[src/hw/dic_params.svh]
// Offsets, field positions, reset values and timing counts of the register bank
`ifndef DIC_PARAMS_SVH
`define DIC_PARAMS_SVH
`define DIC_OFF_CODE 7'h01
`define DIC_OFF_CFG 7'h02
`define DIC_RST_CODE 16'h0000
`define DIC_RST_CFG 16'h0036
`define DIC_F_LIMIT 15:14
`define DIC_F_DIV 13:10
`define DIC_B_BRK_IRQ 9
`define DIC_B_PIN_EN 8
`define DIC_B_CLR_EN 7
`define DIC_B_UART_OFF 6
`define DIC_B_BAUD 5
`define DIC_B_CRC_EN 4
`define DIC_B_POL 3
`define DIC_B_TRIG 2
`define DIC_B_TRI 1
`define DIC_B_EARLY 0
`define DIC_B_READ 23
`define DIC_F_ADDR 22:16
`define DIC_PIN_RST 3'h2
`define DIC_FRAME_BITS 6'h18
`define DIC_FRAME_CRC_BITS 6'h20
`define DIC_CRC_POLY 8'h07
`define DIC_CRC_INIT 8'hFF
`define DIC_CLK_HZ 64'd200000000
`define DIC_CLK_PS 5000
`define DIC_OSC_HZ 64'd1228800
`define DIC_OSC_INC ((64'd2 * `DIC_OSC_HZ * 64'd16777216) / `DIC_CLK_HZ)
`define DIC_IRQ_PULSE_NS 100
`define DIC_IRQ_PULSE_CYC ((`DIC_IRQ_PULSE_NS * 1000 + `DIC_CLK_PS - 1) / `DIC_CLK_PS)
`endif

[src/hw/dic_pkg.sv]
// Types shared by the register bank files
package dic_pkg;
   typedef logic [15:0] dic_word_t;
   typedef enum logic [1:0] {
      DIC_CLOCK_OUT_DIVIDER_OFF,
      DIC_CLOCK_OUT_DIVIDER_DIV,
      DIC_CLOCK_OUT_DIVIDER_LOW,
      DIC_CLOCK_OUT_DIVIDER_TIMER
   } dic_clock_out_divider_e;
endpackage

[src/hw/dic_sync.sv]
// Two-stage synchroniser for the serial pins
`timescale 1ns/10ps
`include "dic_params.svh"
module dic_sync (
   // Clock and reset
   input wire logic clock,
   input wire logic rst_sync_n,
   // Pins in, order sdi, cs_n, sclk
   input wire logic [2:0] pin_in,
   // Synchronised copy
   output logic [2:0] pin_out
);
   logic [2:0] meta_q;
   always_ff @(posedge clock or negedge rst_sync_n) begin
      if (!rst_sync_n) begin
         meta_q <= `DIC_PIN_RST;
         pin_out <= `DIC_PIN_RST;
      end else begin
         meta_q <= pin_in;
         pin_out <= meta_q;
      end
   end
endmodule

[src/hw/dic_clkout.sv]
// Oscillator timebase and clock-output pin selection
`timescale 1ns/10ps
`include "dic_params.svh"
module dic_clkout (
   // Clock and reset
   input wire logic clock,
   input wire logic rst_sync_n,
   // Control
   input wire logic [3:0] clock_out_divider,
   input wire logic timer_out,
   // Pin
   output logic clk_out_o,
   output logic clk_out_oe
);
   localparam logic [23:0] OSC_INC = 24'(`DIC_OSC_INC);
   logic [23:0] phase_q;
   logic [24:0] phase_sum;
   logic [10:0] div_q;
   logic pin_d;
   dic_pkg::dic_clock_out_divider_e mode;
   // Edges jitter by one system clock; average rate runs about 2 ppm slow, as OSC_INC is truncated
   assign phase_sum = {1'b0, phase_q} + {1'b0, OSC_INC};
   assign mode = (clock_out_divider == 4'h0) ? dic_pkg::DIC_CLOCK_OUT_DIVIDER_OFF :
                 (clock_out_divider <= 4'hB) ? dic_pkg::DIC_CLOCK_OUT_DIVIDER_DIV :
                 (clock_out_divider == 4'hF) ? dic_pkg::DIC_CLOCK_OUT_DIVIDER_TIMER :
                 dic_pkg::DIC_CLOCK_OUT_DIVIDER_LOW;
   always_comb begin
      pin_d = 1'b0;
      unique case (mode)
         dic_pkg::DIC_CLOCK_OUT_DIVIDER_OFF: pin_d = 1'b0;
         dic_pkg::DIC_CLOCK_OUT_DIVIDER_DIV: pin_d = div_q[clock_out_divider - 4'h1];
         dic_pkg::DIC_CLOCK_OUT_DIVIDER_LOW: pin_d = 1'b0;
         dic_pkg::DIC_CLOCK_OUT_DIVIDER_TIMER: pin_d = timer_out;
      endcase
   end
   always_ff @(posedge clock or negedge rst_sync_n) begin
      if (!rst_sync_n) begin
         phase_q <= 24'h000000;
         div_q <= 11'h000;
         clk_out_o <= 1'b0;
         clk_out_oe <= 1'b0;
      end else begin
         phase_q <= phase_sum[23:0];
         if (phase_sum[24]) begin
            div_q <= div_q + 11'h001;
         end
         clk_out_o <= pin_d;
         clk_out_oe <= (mode != dic_pkg::DIC_CLOCK_OUT_DIVIDER_OFF);
      end
   end
endmodule

[src/hw/dic_config_regs.sv]
// Output code and interface configuration registers behind the SPI pins
`timescale 1ns/10ps
`include "dic_params.svh"
module dic_config_regs (
   // Clock and reset
   input wire logic clock,
   input wire logic rst_n,
   // SPI pins
   input wire logic spi_sclk,
   input wire logic spi_cs_n,
   input wire logic spi_sdi,
   output logic spi_sdo_o,
   output logic spi_sdo_oe,
   // Interrupt source and pin
   input wire logic irq_event,
   output logic irq_pin_o,
   output logic irq_pin_oe,
   // Clock output pin
   input wire logic timer_out,
   output logic clk_out_o,
   output logic clk_out_oe,
   // CRC status
   input wire logic crc_error_clear,
   output logic crc_error,
   output logic crc_check_on,
   // Device controls
   output logic [15:0] output_code,
   output logic clear_active,
   output logic serial_port_enable,
   output logic break_mode_link,
   output logic serial_tx_pin_irq
);
   localparam logic [7:0] PULSE_CYC = 8'(`DIC_IRQ_PULSE_CYC);
   logic rst_meta_q;
   logic rst_sync_n_q;
   logic [2:0] pins_s;
   logic sclk_s;
   logic cs_n_s;
   logic sdi_s;
   logic sclk_last_q;
   logic cs_last_q;
   logic sclk_rise;
   logic sclk_fall;
   logic cs_fall;
   logic cs_rise;
   dic_pkg::dic_word_t code_q;
   dic_pkg::dic_word_t cfg_q;
   logic [31:0] rx_sh_q;
   logic [5:0] bit_cnt_q;
   logic [5:0] rx_cnt_next;
   logic [7:0] rx_crc_q;
   logic [23:0] cmd;
   dic_pkg::dic_word_t wdata;
   logic [6:0] addr;
   logic crc_en;
   logic len_ok;
   logic crc_pass;
   logic frame_ok;
   logic wr_en;
   logic rd_en;
   logic crc_fail_evt;
   logic crc_pass_evt;
   logic [31:0] tx_sh_q;
   logic [5:0] tx_idx_q;
   logic [5:0] tx_idx_next;
   logic [7:0] tx_crc_q;
   logic launched_q;
   logic tx_shift;
   logic tx_bit;
   logic [6:0] raddr_q;
   dic_pkg::dic_word_t rdata_q;
   logic [3:0] fail_cnt_q;
   logic [4:0] fail_next;
   logic [4:0] fail_limit;
   logic fail_hit;
   logic crc_error_q;
   logic irq_last_q;
   logic [7:0] pulse_q;
   logic irq_active;
   logic brk_mode;

   function automatic logic [7:0] crc_step(input logic [7:0] crc, input logic din);
      logic fb;
      fb = crc[7] ^ din;
      crc_step = {crc[6:0], 1'b0} ^ (fb ? `DIC_CRC_POLY : 8'h00);
   endfunction

   function automatic logic hit(input logic [6:0] a, input logic [6:0] off);
      hit = (a == off);
   endfunction

   // Reset release
   always_ff @(posedge clock or negedge rst_n) begin
      if (!rst_n) begin
         rst_meta_q <= 1'b0;
         rst_sync_n_q <= 1'b0;
      end else begin
         rst_meta_q <= 1'b1;
         rst_sync_n_q <= rst_meta_q;
      end
   end

   dic_sync u_sync (
      .clock(clock),
      .rst_sync_n(rst_sync_n_q),
      .pin_in({spi_sdi, spi_cs_n, spi_sclk}),
      .pin_out(pins_s)
   );

   dic_clkout u_clkout (
      .clock(clock),
      .rst_sync_n(rst_sync_n_q),
      .clock_out_divider(cfg_q[`DIC_F_DIV]),
      .timer_out(timer_out),
      .clk_out_o(clk_out_o),
      .clk_out_oe(clk_out_oe)
   );

   // Pin edges
   assign sclk_s = pins_s[0];
   assign cs_n_s = pins_s[1];
   assign sdi_s = pins_s[2];
   assign sclk_rise = sclk_s && !sclk_last_q;
   assign sclk_fall = !sclk_s && sclk_last_q;
   assign cs_fall = !cs_n_s && cs_last_q;
   assign cs_rise = cs_n_s && !cs_last_q;

   always_ff @(posedge clock or negedge rst_sync_n_q) begin
      if (!rst_sync_n_q) begin
         sclk_last_q <= 1'b0;
         cs_last_q <= 1'b1;
      end else begin
         sclk_last_q <= sclk_s;
         cs_last_q <= cs_n_s;
      end
   end

   // Frame decode
   assign crc_en = cfg_q[`DIC_B_CRC_EN];
   assign rx_cnt_next = (bit_cnt_q == 6'h3F) ? bit_cnt_q : bit_cnt_q + 6'h01;
   assign len_ok = bit_cnt_q == (crc_en ? `DIC_FRAME_CRC_BITS : `DIC_FRAME_BITS);
   assign cmd = crc_en ? rx_sh_q[31:8] : rx_sh_q[23:0];
   assign wdata = cmd[15:0];
   assign addr = cmd[`DIC_F_ADDR];
   assign crc_pass = (rx_crc_q == rx_sh_q[7:0]);
   // Frames of the wrong length are dropped without touching the count
   assign frame_ok = cs_rise && len_ok && (!crc_en || crc_pass);
   assign crc_fail_evt = cs_rise && len_ok && crc_en && !crc_pass;
   assign crc_pass_evt = cs_rise && len_ok && crc_en && crc_pass;
   assign wr_en = frame_ok && !cmd[`DIC_B_READ];
   assign rd_en = frame_ok && cmd[`DIC_B_READ];

   // Receive shifter, SDI taken on falling SCLK
   always_ff @(posedge clock or negedge rst_sync_n_q) begin
      if (!rst_sync_n_q) begin
         rx_sh_q <= 32'h00000000;
         bit_cnt_q <= 6'h00;
         rx_crc_q <= `DIC_CRC_INIT;
      end else if (cs_fall) begin
         bit_cnt_q <= 6'h00;
         rx_crc_q <= `DIC_CRC_INIT;
      end else if (sclk_fall && !cs_n_s) begin
         rx_sh_q <= {rx_sh_q[30:0], sdi_s};
         bit_cnt_q <= rx_cnt_next;
         if (bit_cnt_q < `DIC_FRAME_BITS) begin
            rx_crc_q <= crc_step(rx_crc_q, sdi_s);
         end
      end
   end

   // Register writes and read capture
   always_ff @(posedge clock or negedge rst_sync_n_q) begin
      if (!rst_sync_n_q) begin
         code_q <= `DIC_RST_CODE;
         cfg_q <= `DIC_RST_CFG;
         raddr_q <= 7'h00;
         rdata_q <= 16'h0000;
      end else begin
         if (wr_en && hit(addr, `DIC_OFF_CODE)) begin
            code_q <= wdata;
         end
         if (wr_en && hit(addr, `DIC_OFF_CFG)) begin
            cfg_q <= wdata;
         end
         if (rd_en) begin
            raddr_q <= addr;
            rdata_q <= hit(addr, `DIC_OFF_CODE) ? code_q :
                       hit(addr, `DIC_OFF_CFG) ? cfg_q : 16'h0000;
         end
      end
   end

   // Transmit shifter; read data return in the next frame
   assign tx_shift = !cs_n_s &&
                     (cfg_q[`DIC_B_EARLY] ? sclk_fall : (sclk_rise && launched_q));
   assign tx_idx_next = (tx_idx_q == 6'h3F) ? tx_idx_q : tx_idx_q + 6'h01;
   assign tx_bit = (tx_idx_q < `DIC_FRAME_BITS) ? tx_sh_q[31] : tx_crc_q[7];

   always_ff @(posedge clock or negedge rst_sync_n_q) begin
      if (!rst_sync_n_q) begin
         tx_sh_q <= 32'h00000000;
         tx_idx_q <= 6'h00;
         tx_crc_q <= `DIC_CRC_INIT;
         launched_q <= 1'b0;
      end else if (cs_fall) begin
         tx_sh_q <= {1'b0, raddr_q, rdata_q, 8'h00};
         tx_idx_q <= 6'h00;
         tx_crc_q <= `DIC_CRC_INIT;
         launched_q <= 1'b0;
      end else if (!cs_n_s) begin
         if (sclk_rise) begin
            launched_q <= 1'b1;
         end
         if (tx_shift) begin
            tx_sh_q <= {tx_sh_q[30:0], 1'b0};
            tx_idx_q <= tx_idx_next;
            tx_crc_q <= (tx_idx_q < `DIC_FRAME_BITS) ? crc_step(tx_crc_q, tx_sh_q[31]) :
                        {tx_crc_q[6:0], 1'b0};
         end
      end
   end

   // Consecutive CRC failure count
   assign fail_next = {1'b0, fail_cnt_q} + 5'h01;
   assign fail_limit = 5'h01 << cfg_q[`DIC_F_LIMIT];
   assign fail_hit = (fail_next >= fail_limit);

   always_ff @(posedge clock or negedge rst_sync_n_q) begin
      if (!rst_sync_n_q) begin
         fail_cnt_q <= 4'h0;
         crc_error_q <= 1'b0;
      end else begin
         if (crc_fail_evt) begin
            fail_cnt_q <= fail_hit ? 4'h0 : fail_next[3:0];
         end else if (crc_pass_evt) begin
            fail_cnt_q <= 4'h0;
         end
         // A failure that reaches the limit beats a clear in the same cycle
         if (crc_fail_evt && fail_hit) begin
            crc_error_q <= 1'b1;
         end else if (crc_error_clear) begin
            crc_error_q <= 1'b0;
         end
      end
   end

   // Interrupt shaping and pins
   assign irq_active = cfg_q[`DIC_B_TRIG] ? irq_event : (pulse_q != 8'h00);
   assign brk_mode = cfg_q[`DIC_B_BAUD] && !cfg_q[`DIC_B_UART_OFF];

   always_ff @(posedge clock or negedge rst_sync_n_q) begin
      if (!rst_sync_n_q) begin
         irq_last_q <= 1'b0;
         pulse_q <= 8'h00;
         irq_pin_o <= 1'b1;
         irq_pin_oe <= 1'b0;
         serial_tx_pin_irq <= 1'b0;
         clear_active <= 1'b0;
         spi_sdo_o <= 1'b0;
         spi_sdo_oe <= 1'b0;
      end else begin
         irq_last_q <= irq_event;
         if (irq_event && !irq_last_q) begin
            pulse_q <= PULSE_CYC;
         end else if (pulse_q != 8'h00) begin
            pulse_q <= pulse_q - 8'h01;
         end
         irq_pin_o <= cfg_q[`DIC_B_POL] ? irq_active : !irq_active;
         irq_pin_oe <= cfg_q[`DIC_B_PIN_EN];
         serial_tx_pin_irq <= cfg_q[`DIC_B_BRK_IRQ] && brk_mode && irq_active;
         clear_active <= cfg_q[`DIC_B_CLR_EN] && brk_mode && sdi_s;
         spi_sdo_o <= tx_bit;
         spi_sdo_oe <= !cfg_q[`DIC_B_TRI] && !cs_n_s;
      end
   end

   // Control outputs
   assign output_code = code_q;
   assign crc_error = crc_error_q;
   assign crc_check_on = crc_en;
   assign serial_port_enable = !cfg_q[`DIC_B_UART_OFF];
   assign break_mode_link = brk_mode;
endmodule

[config.mk]
export PLATFORM = sky130hd
export DESIGN_NAME = dic_config_regs
export DESIGN_NICKNAME = d
export VERILOG_FILES = /design/src/hw/dic_pkg.sv /design/src/hw/dic_sync.sv /design/src/hw/dic_clkout.sv /design/src/hw/dic_config_regs.sv
export VERILOG_INCLUDE_DIRS = /design/src /design/src/hw
export SDC_FILE = /design/constraint.sdc
export NUM_CORES = 1
export LEC_CHECK = 0
export ABC_AREA = 0
export BUFFER_PORTS_ARGS = -buffer_cell sky130_fd_sc_hd__clkbuf_2
export CAP_MARGIN = 20
export CELL_PAD_IN_SITES_DETAIL_PLACEMENT = 1
export CELL_PAD_IN_SITES_GLOBAL_PLACEMENT = 2
export CORE_ASPECT_RATIO = 0.75
export CORE_UTILIZATION = 47
export DETAILED_ROUTE_END_ITERATION = 12
export MAX_ROUTING_LAYER = met4
export PLACE_DENSITY_LB_ADDON = 0.1
export SLEW_MARGIN = 20
export SYNTH_ARGS = -nofsm -noshare
export SYNTH_HDL_FRONTEND = slang
export SYNTH_HIERARCHICAL = 1
export SYNTH_SLANG_ARGS = --single-unit
[constraint.sdc]
create_clock -name clock -period 9.6 [get_ports clock]
set_input_delay 0.96 -clock clock [delete_from_list [all_inputs] [get_ports clock]]
set_output_delay 0.96 -clock clock [all_outputs]
set_load 0.03 [all_outputs]
==> results of run 1 <==
## cells by family after synthesis
logic type,count (synthesis),share of synthesized area [%]
simple gates,209,11.9
flops,206,54.6
mux,122,15.2
compound gates,106,8.35
xor+xnor,59,5.44
buf+inv,51,2.63
fa+ha+maj,14,1.84
other cells,1,0.0395
## layout by cell type, fill, tap and decap left out, types with 6 or more instances in the layout
| cell | count |
|---|---|
| sky130_fd_sc_hd__nand2b_1 | 8 |
| sky130_fd_sc_hd__mux2_4 | 16 |
| sky130_fd_sc_hd__dfstp_2 | 24 |
| sky130_fd_sc_hd__a21oi_1 | 17 |
| sky130_fd_sc_hd__nand4_1 | 6 |
| sky130_fd_sc_hd__clkbuf_16 | 23 |
| sky130_fd_sc_hd__and3_1 | 8 |
| sky130_fd_sc_hd__o22ai_1 | 23 |
| sky130_fd_sc_hd__inv_1 | 22 |
| sky130_fd_sc_hd__nor2_1 | 80 |
| sky130_fd_sc_hd__ha_1 | 14 |
| sky130_fd_sc_hd__nand3_1 | 16 |
| sky130_fd_sc_hd__a31oi_1 | 7 |
| sky130_fd_sc_hd__xor2_1 | 29 |
| sky130_fd_sc_hd__nor3_1 | 8 |
| sky130_fd_sc_hd__mux2i_1 | 8 |
| sky130_fd_sc_hd__nand2_1 | 42 |
| sky130_fd_sc_hd__a22o_1 | 17 |
| sky130_fd_sc_hd__xnor2_1 | 30 |
| sky130_fd_sc_hd__o21ai_0 | 6 |
| sky130_fd_sc_hd__clkinv_2 | 9 |
| sky130_fd_sc_hd__mux2_2 | 95 |
| sky130_fd_sc_hd__clkbuf_2 | 35 |
| sky130_fd_sc_hd__dfrtp_1 | 181 |
## Yosys cell counts, types with 5 or more instances
cell,number,area (sq um)
sky130_fd_sc_hd__a21oi_1,17,85.1
sky130_fd_sc_hd__a22o_1,17,149
sky130_fd_sc_hd__a31oi_1,7,43.8
sky130_fd_sc_hd__and3_1,8,50.1
sky130_fd_sc_hd__buf_2,5,25.0
sky130_fd_sc_hd__buf_6,5,56.3
sky130_fd_sc_hd__clkbuf_1,14,52.6
sky130_fd_sc_hd__dfrtp_1,182,4550
sky130_fd_sc_hd__dfstp_2,24,631
sky130_fd_sc_hd__ha_1,14,175
sky130_fd_sc_hd__inv_1,22,82.6
sky130_fd_sc_hd__mux2_2,95,1070
sky130_fd_sc_hd__mux2_4,16,240
sky130_fd_sc_hd__mux2i_1,8,80.1
sky130_fd_sc_hd__nand2_1,42,158
sky130_fd_sc_hd__nand2b_1,8,50.1
sky130_fd_sc_hd__nand3_1,16,80.1
sky130_fd_sc_hd__nand4_1,6,37.5
sky130_fd_sc_hd__nor2_1,81,304
sky130_fd_sc_hd__nor3_1,8,40.0
sky130_fd_sc_hd__o21ai_0,6,30.0
sky130_fd_sc_hd__o22a_1,5,43.8
sky130_fd_sc_hd__o22ai_1,23,144
sky130_fd_sc_hd__or2_2,5,31.3
sky130_fd_sc_hd__xnor2_1,30,263
sky130_fd_sc_hd__xor2_1,29,254
## power groups by stage
stage          Combinational, W  Clock (W)  Sequential (W)
6_report               0.000130   0.000888        0.000947
5_1_grt                0.000146   0.000942        0.000953
4_1_cts                0.000133   0.000911        0.000948
3_5_place_dp           0.000131          0        0.000963
3_3_place_gp           0.000122          0        0.000960
2_1_floorplan         0.0000899          0        0.000961
## worst register-to-register path: cells and delay by family, from the launching register on
family | cells | cell delay [ns]
DFF | 1 | 1.01
and+or+nand+nor | 4 | 1.85
muxes | 1 | 0.31
buffers and inverters | 1 | 0.25
## area by class of cell
class | instances | area [sq um]
Multi-Input combinational cell | 511 | 4070
Tap cell | 253 | 317
Timing Repair Buffer | 42 | 243
Inverter | 22 | 82.6
Clock buffer | 27 | 621
Clock inverter | 13 | 143
Sequential cell | 206 | 5190
Fill cell | 2021 | 8930
## worst min-delay path by stage
stage	end	startpoint
6_report	rst_meta_q$_DFF_PN0_	rst_n
5_1_grt	rst_meta_q$_DFF_PN0_	rst_n
4_1_cts	rst_meta_q$_DFF_PN0_	rst_n
3_5_place_dp	u_sync/pin_out[0]$_DFF_PN0_	u_sync/meta_q[0]$_DFF_PN0_
3_3_place_gp	rst_sync_n_q$_DFF_PN0_	rst_meta_q$_DFF_PN0_
2_1_floorplan	rst_sync_n_q$_DFF_PN0_	rst_meta_q$_DFF_PN0_
## sequential cells by signal (all words and copies together) (netlist names), 6 cells and up
name and cells:
pulse_q 8, bit_cnt_q 6, rx_sh_q 32, rx_crc_q 8, output_code 16, tx_sh_q 24
raddr_q 7, tx_idx_q 6, rdata_q 16, u_clkout/phase_q 23, tx_crc_q 8, cfg_q 16
u_clkout/div_q 11
## through the flow
| stage | power [W] | utilization [%] |
|---|---|---|
| global route | 0.00204 | 54.4 |
| finish | 0.00197 | 54.4 |
| CTS | 0.00199 | 54.3 |
| global placement | 0.00108 | 50.4 |
| detailed placement | 0.00109 | 50.4 |
| floorplan | 0.00105 | - |
## layer usage
metal / vias to the layer above / share of wire [%] / GRT usage (%)
met2: 71 / 47 / 35.0
met5: - / 0 / -
met1: 3093 / 48 / 31.4
met3: 36 / 3.5 / 3.45
li1: 2790 / - / -
met4: 0 / 1.9 / 4.56
==> results by group, run 1 <==
Run status
  – Outcome: finished with violations
  – Failing checks: DRC

Power
  – Power share of the combinational group: 6.6%
  – Net load switching power: 0.000463 W
  – Leakage power of the design: 4.92 nW
  – Switching share of power: 23.5%
  – Cell internal power dissipation: 0.00150 W
  – Clock group share of total power: 45.2%
  – Pwr Density: 184 nW/um^2
  – VDD IR-drop max: 0.113 mV
  – Share of power burned in registers: 48.2%

Critical path
  – Worst reg2reg path depth: 6
  – Buffer and inverter count on the worst path: 1
  – Slowest cell on crit path: sky130_fd_sc_hd__dfstp_2
  – Worst flop-to-flop path endpoint: cfg_q[12]$_DFFE_PN0P_
  – Crit Reg-Reg Startpoint: cfg_q[4]$_DFFE_PN1P_
  – Max Fanout on Critical Path: 36
  – Arrival time at the worst endpoint: 3.93 ns
  – Critical path's top delay family: simple AND/OR/NAND/NOR gates
  – Critical Path Sink: cfg_q[12]$_DFFE_PN0P_
  – Crit-path most repeated cell: sky130_fd_sc_hd__nor4b_4
  – Crit. End Element: flop
  – Classification of the worst setup path: flop to flop
  – Flop2flop setup slack: 6.05 ns
  – Longest individual stage delay on the worst path: 1.01 ns
  – Worst setup startpoint: cfg_q[4]$_DFFE_PN1P_
  – Element type at the critical path start: flop
  – Worst EP required: 9.98 ns
  – Cell Chain, Critical Path: nor4b_4 -> or2_1 -> and3_1 -> nor4b_4 -> buf_6 -> mux2_4
  – Instance count on the critical path: 6

Synthesis
  – Share of synthesized flip-flops with an asynchronous set or reset: 100%
  – Number of distinct standard cells referenced by the synthesized netlist: 76
  – Post-synthesis area per instance: 12.4 sq um
  – Commonest register cell after synthesis: sky130_fd_sc_hd__dfrtp_1
  – Number of enable flip-flop cells after synthesis: 0
  – Post-synthesis sequential area ratio: 54.6%
  – Syn_nets: 790
  – Number of register bits inferred by synthesis: 206
  – Cells after Synth: 768
  – Cell area after technology mapping: 9500 sq um
  – Total of warnings raised by yosys: 6

Floorplanning
  – Row Count: 44
  – Die H: 125 um
  – CORE AREA: 19600 sq um
  – Die outline area: 20800 sq um
  – Initial core utilization: 48.5%
  – Count of pins on the block boundary: 36
  – Die width: 166 um

Routing
  – Number of optimization iterations in the first detailed-route pass: 8
  – Total detailed-routing wirelength: 21.7 mm
  – Vias: 5990
  – DRC: 1
  – Remaining number of nets flagged by the antenna check after routing: 0
  – Drt first-iter violations: 278
  – Detailed-route wire length per cell: 20.2 um
  – Vias per inst: 5.58

Global routing
  – Number of antenna violations at the first check in global routing: 0
  – Wire length of the first global-routing pass: 36.3 mm
  – Number of global-route vias before repair: 6494
  – Largest net degree at the start of global routing: 85
  – All-layer global routing usage: 22.5%
  – Residual overflow from global routing: 0

Clocking
  – Cts repair resizes: 0
  – Deepest level of the CTS H-tree: 1
  – Later-pin clock latency in the skew report: 0.50 ns
  – TritonCTS clock tree: yes
  – Clock root buffer: sky130_fd_sc_hd__clkbuf_16
  – CTS max path bufs: 3
  – Setup fix buffers added after clock tree synthesis: 0
  – Number of buffers inserted for hold repair after clock tree synthesis: 0
  – Clock transition at the register clock pins on the worst setup and hold paths after CTS: 0.06 ns
  – Clock buffer count from CTS: 22
  – Clock tree sinks: 206

Hold path
  – Class of the most critical hold timing path: input pin to asynchronous set/reset pin

STA
  – Smallest hold slack: 0.251 ns
  – RSZ-0062 raised after global routing: false
  – Worst-Margin Slew: 1.01 ns
  – Final-layout setup total negative slack: 0 ns
  – Slew Limit Headroom: 32.8%
  – Final setup skew: 0.0169 ns
  – Post-layout min period: 3.55 ns
  – Post-route clock period utilization: 37.0%
  – Max Clk Rate: 282 MHz
  – Final Max Tran Viols: 0
  – Total count of hold-check failures in the final report: 0
  – Final setup violation count: 0
  – Smallest setup slack after layout: 6.05 ns

Place
  – Estimated wirelength of the detail-placed design: 14.9 mm
  – Cell total after placement: 1033
  – Placed inst area: 9880 sq um
  – Global placer's final weighted congestion: 0.825
  – Port Buffer Count: 35
  – Setup WS pre-CTS: 6.11 ns

Cells and area
  – Post-layout instance area: 10700 sq um
  – Share of final-layout standard cells stronger than drive strength 1: 30.3%
  – Area growth from synthesis to layout: 12.3%
  – Final net count: 827
  – Post-Layout Cell Count: 1074
  – Number of antenna repair diodes: 0

Run
  – Number of maximum-capacitance violations: 0
No activity file was read; power rests on OpenSTA's default activity.
==> run 2, diff against run 1 <==
--- a/config.mk
+++ b/config.mk
@@ -12,7 +12,7 @@
 export CELL_PAD_IN_SITES_DETAIL_PLACEMENT = 1
 export CELL_PAD_IN_SITES_GLOBAL_PLACEMENT = 2
 export CORE_ASPECT_RATIO = 0.75
-export CORE_UTILIZATION = 47
+export CORE_UTILIZATION = 39
 export DETAILED_ROUTE_END_ITERATION = 12
 export MAX_ROUTING_LAYER = met4
 export PLACE_DENSITY_LB_ADDON = 0.1
==> constraint.sdc (replaced) <==
create_clock -name clock -period 3.1 [get_ports clock]
set_input_delay 0.31 -clock clock [delete_from_list [all_inputs] [get_ports clock]]
set_output_delay 0.31 -clock clock [all_outputs]
set_load 0.03 [all_outputs]
==> run 2 against run 1 <==
The flow now finishes without violations. Largest power group unchanged. Highest routed layer unchanged. Sequential cell count did not move. Critical path type unchanged. Die area increased by 20%. Count of clock-buffer cells in the layout rose by 8. Non-clock buffer count up 12. Sequential power grew to 3.1 times the previous value. Worst setup slack worse by 5.6 ns. First-iteration DRC count is 18% higher. Worst hold slack got worse by 0.17 ns. Via count is 1.3% higher. Routed wire length up 0.70%.
==> results by group, run 2 (synthesis results as in run 1) <==
Place
  – Port Buffer Count: 35 (unchanged)
  – Estimated wirelength of the detail-placed design: 15.2 mm (was 14.9 mm)
  – Cell total after placement: 1094 (was 1033)
  – Global placer's final weighted congestion: 0.798 (was 0.825)

Cells and area
  – Area growth from synthesis to layout: 13.6% (was 12.3%)
  – Largest register FFs: 32 (unchanged)
  – Leading cell types in the layout, fill and taps excluded: 181 x sky130_fd_sc_hd__dfrtp_1, 95 x sky130_fd_sc_hd__mux2_2, 80 x sky130_fd_sc_hd__nor2_1 (unchanged)
  – Register containing the most flip-flops in the final layout: rx_sh_q (unchanged)
  – Number of antenna repair diodes: 0 (unchanged)
  – Final net count: 840 (was 827)
  – Filler cell count in the final layout: 2492 (was 2021)
  – Share of final-layout standard cells stronger than drive strength 1: 30.2% (was 30.3%)
  – Most common cell after layout, fill and taps aside: sky130_fd_sc_hd__dfrtp_1 (unchanged)
  – Top flop regs: rx_sh_q: 32 flops, tx_sh_q: 24 flops, u_clkout/phase_q: 23 flops (unchanged)
  – Post-Layout Cell Count: 1140 (was 1074)

Power
  – VDD IR-drop max: 0.268 mV (was 0.113 mV)
  – Leakage power of the design: 4.96 nW (was 4.92 nW)
  – Power Total: 0.00594 W (was 0.00197 W)
  – Pwr Density: 551 nW/um^2 (was 184 nW/um^2)

Run
  – Number of maximum-capacitance violations: 0 (unchanged)

Critical path
  – Arrival time at the worst endpoint: 3.01 ns (was 3.93 ns)
  – Max Fanout on Critical Path: 16 (was 36)
  – Worst reg2reg path depth: 5 (was 6)
  – Element type at the critical path start: flop (unchanged)
  – Flop2flop setup slack: 0.48 ns (was 6.05 ns)
  – Crit Reg-Reg Startpoint: cfg_q[4]$_DFFE_PN1P_ (unchanged)
  – Worst flop-to-flop path endpoint: output_code[13]$_DFFE_PN0P_ (was cfg_q[12]$_DFFE_PN0P_)
  – Worst EP required: 3.49 ns (was 9.98 ns)
  – Crit. End Element: flop (unchanged)
  – Classification of the worst setup path: flop to flop (unchanged)

STA
  – Post-layout min period: 2.62 ns (was 3.55 ns)
  – Final Max Tran Viols: 0 (unchanged)
  – Post-route clock period utilization: 84.5% (was 37.0%)
  – Max Clk Rate: 382 MHz (was 282 MHz)
  – Worst-Margin Slew: 0.834 ns (was 1.01 ns)
  – Slew Limit Headroom: 44.4% (was 32.8%)
  – Final-layout setup total negative slack: 0 ns (unchanged)
  – Final setup skew: 0.00764 ns (was 0.0169 ns)
  – Final setup violation count: 0 (unchanged)
  – Total count of hold-check failures in the final report: 0 (unchanged)
  – RSZ-0062 raised after global routing: false (unchanged)

Floorplanning
  – Count of pins on the block boundary: 36 (unchanged)
  – Initial core utilization: 39.7% (was 48.5%)
  – Die outline area: 25000 sq um (was 20800 sq um)
  – Row Count: 49 (was 44)
  – Die H: 137 um (was 125 um)
  – CORE AREA: 23900 sq um (was 19600 sq um)
  – Die width: 182 um (was 166 um)

Hold path
  – Class of the most critical hold timing path: input pin to flop (was input pin to asynchronous set/reset pin)
  – Startpoint of the lowest-slack hold path: crc_error_clear
  – Hold path depth: 3
  – Worst-case hold path end point: crc_error$_DFFE_PN0P_

Clocking
  – Clock transition at the register clock pins on the worst setup and hold paths after CTS: 0.06 ns (about the same)
  – Clock root buffer: sky130_fd_sc_hd__clkbuf_16 (unchanged)
  – Clock tree sinks: 206 (unchanged)
  – TritonCTS clock tree: yes (unchanged)
  – Cts repair resizes: 0 (unchanged)
  – Clock buffer count from CTS: 23 (was 22)
  – Later-pin clock latency in the skew report: 0.51 ns (was 0.50 ns)
  – Deepest level of the CTS H-tree: 1 (unchanged)
  – CTS max path bufs: 3 (unchanged)

Global routing
  – Wire length of the first global-routing pass: 35.9 mm (was 36.3 mm)
  – Number of global-route vias before repair: 6458 (was 6494)
  – Largest net degree at the start of global routing: 110 (was 85)
  – Number of antenna violations at the first check in global routing: 0 (unchanged)
  – Residual overflow from global routing: 0 (unchanged)
  – All-layer global routing usage: 18.8% (was 22.5%)

Routing
  – Total detailed-routing wirelength: 21.8 mm (was 21.7 mm)
  – Detailed-route wire length per cell: 19.1 um (was 20.2 um)
  – Remaining number of nets flagged by the antenna check after routing: 0 (unchanged)
  – Drt first-iter violations: 329 (was 278)
  – Vias per inst: 5.32 (was 5.58)
  – Vias: 6069 (was 5990)
  – DRC: 0 (was 1)
  – Number of optimization iterations in the first detailed-route pass: 4 (was 8)

Run status
  – Outcome: finished, final reports clean (was finished with violations)
==> run 2: changes by cell type in the layout (fill, tap and decap cells not counted), moves of 2 or more <==
cell,delta
sky130_fd_sc_hd__buf_4,+9
sky130_fd_sc_hd__buf_6,-2
sky130_fd_sc_hd__bufinv_16,-3
sky130_fd_sc_hd__clkbuf_1,+4
sky130_fd_sc_hd__clkbuf_8,+4
sky130_fd_sc_hd__clkinv_2,-4
sky130_fd_sc_hd__dlygate4sd3_1,+5
==> run 2: timing repair <==
action,in CTS,in global routing
buffers inserted,0,0
hold buffers,5,0
hold endpoints to repair,6,0
==> run 2: cell type report <==
type                            count  area [sq um]  share of cell area [%]
Inverter                           22          82.6                   0.765
Tap cell                          306           383                    3.55
Sequential cell                   206          5190                    48.1
Clock buffer                       35           691                    6.40
Timing Repair Buffer               54           343                    3.18
Multi-Input combinational cell    511          4070                    37.7
Clock inverter                      6          33.8                   0.313
==> run 2: metal layers <==
metal	up-vias	share of wire (%)	global-route usage, %
met3	36	2.1	2.37
li1	2828	-	-
met5	-	0	-
met1	3136	50	26.7
met4	0	2.1	4.15
met2	69	46	29.0
==> run 2: worst max path at each step <==
| stage | startpoint | end | slack [ns] | depth (start not counted) |
|---|---|---|---|---|
| 6_report | cfg_q[4]$_DFFE_PN1P_ | output_code[13]$_DFFE_PN0P_ | 0.48 | 5 |
| 5_1_grt | cfg_q[4]$_DFFE_PN1P_ | output_code[4]$_DFFE_PN0P_ | 0.39 | 5 |
| 4_1_cts | cfg_q[4]$_DFFE_PN1P_ | output_code[13]$_DFFE_PN0P_ | 0.47 | 5 |
| 3_5_place_dp | cfg_q[4]$_DFFE_PN1P_ | output_code[13]$_DFFE_PN0P_ | 0.48 | 5 |
| 3_3_place_gp | cfg_q[4]$_DFFE_PN1P_ | output_code[13]$_DFFE_PN0P_ | 0.54 | 5 |
| 2_1_floorplan | cfg_q[4]$_DFFE_PN1P_ | cfg_q[10]$_DFFE_PN0P_ | 0.70 | 7 |
==> run 2: worst max-delay path: stages (launching register included) <==
cell and delay, ns:
sky130_fd_sc_hd__dfstp_2 0.70, sky130_fd_sc_hd__buf_4 0.26, sky130_fd_sc_hd__mux2_2 0.39, sky130_fd_sc_hd__inv_1 0.13, sky130_fd_sc_hd__and4bb_2 0.62, sky130_fd_sc_hd__mux2_2 0.40
==> run 2: report_power, final <==
part / leakage [nW] / internal [W] / switching, W / total, W
sequential: 2.65 / 0.00282 / 0.000104 / 0.00292
clock: 0.364 / 0.00153 / 0.00108 / 0.00261
combinational: 1.94 / 0.000171 / 0.000240 / 0.000411
total: 4.96 / 0.00452 / 0.00143 / 0.00594
==> run 2: per-stage QoR <==
| step | util [%] | hold slack, ns | instance area [sq um] | setup slack (ns) |
|---|---|---|---|---|
| after floorplan | - | 0.0144 | 9500 | 0.702 |
| after global placement | 41.9 | 0.0949 | 10000 | 0.541 |
| after detailed placement | 41.9 | 0.0982 | 10000 | 0.482 |
| after CTS | 45.1 | 0.0701 | 10800 | 0.470 |
| after global routing | 45.1 | 0.0829 | 10800 | 0.388 |
| final | 45.1 | 0.0834 | 10800 | 0.480 |
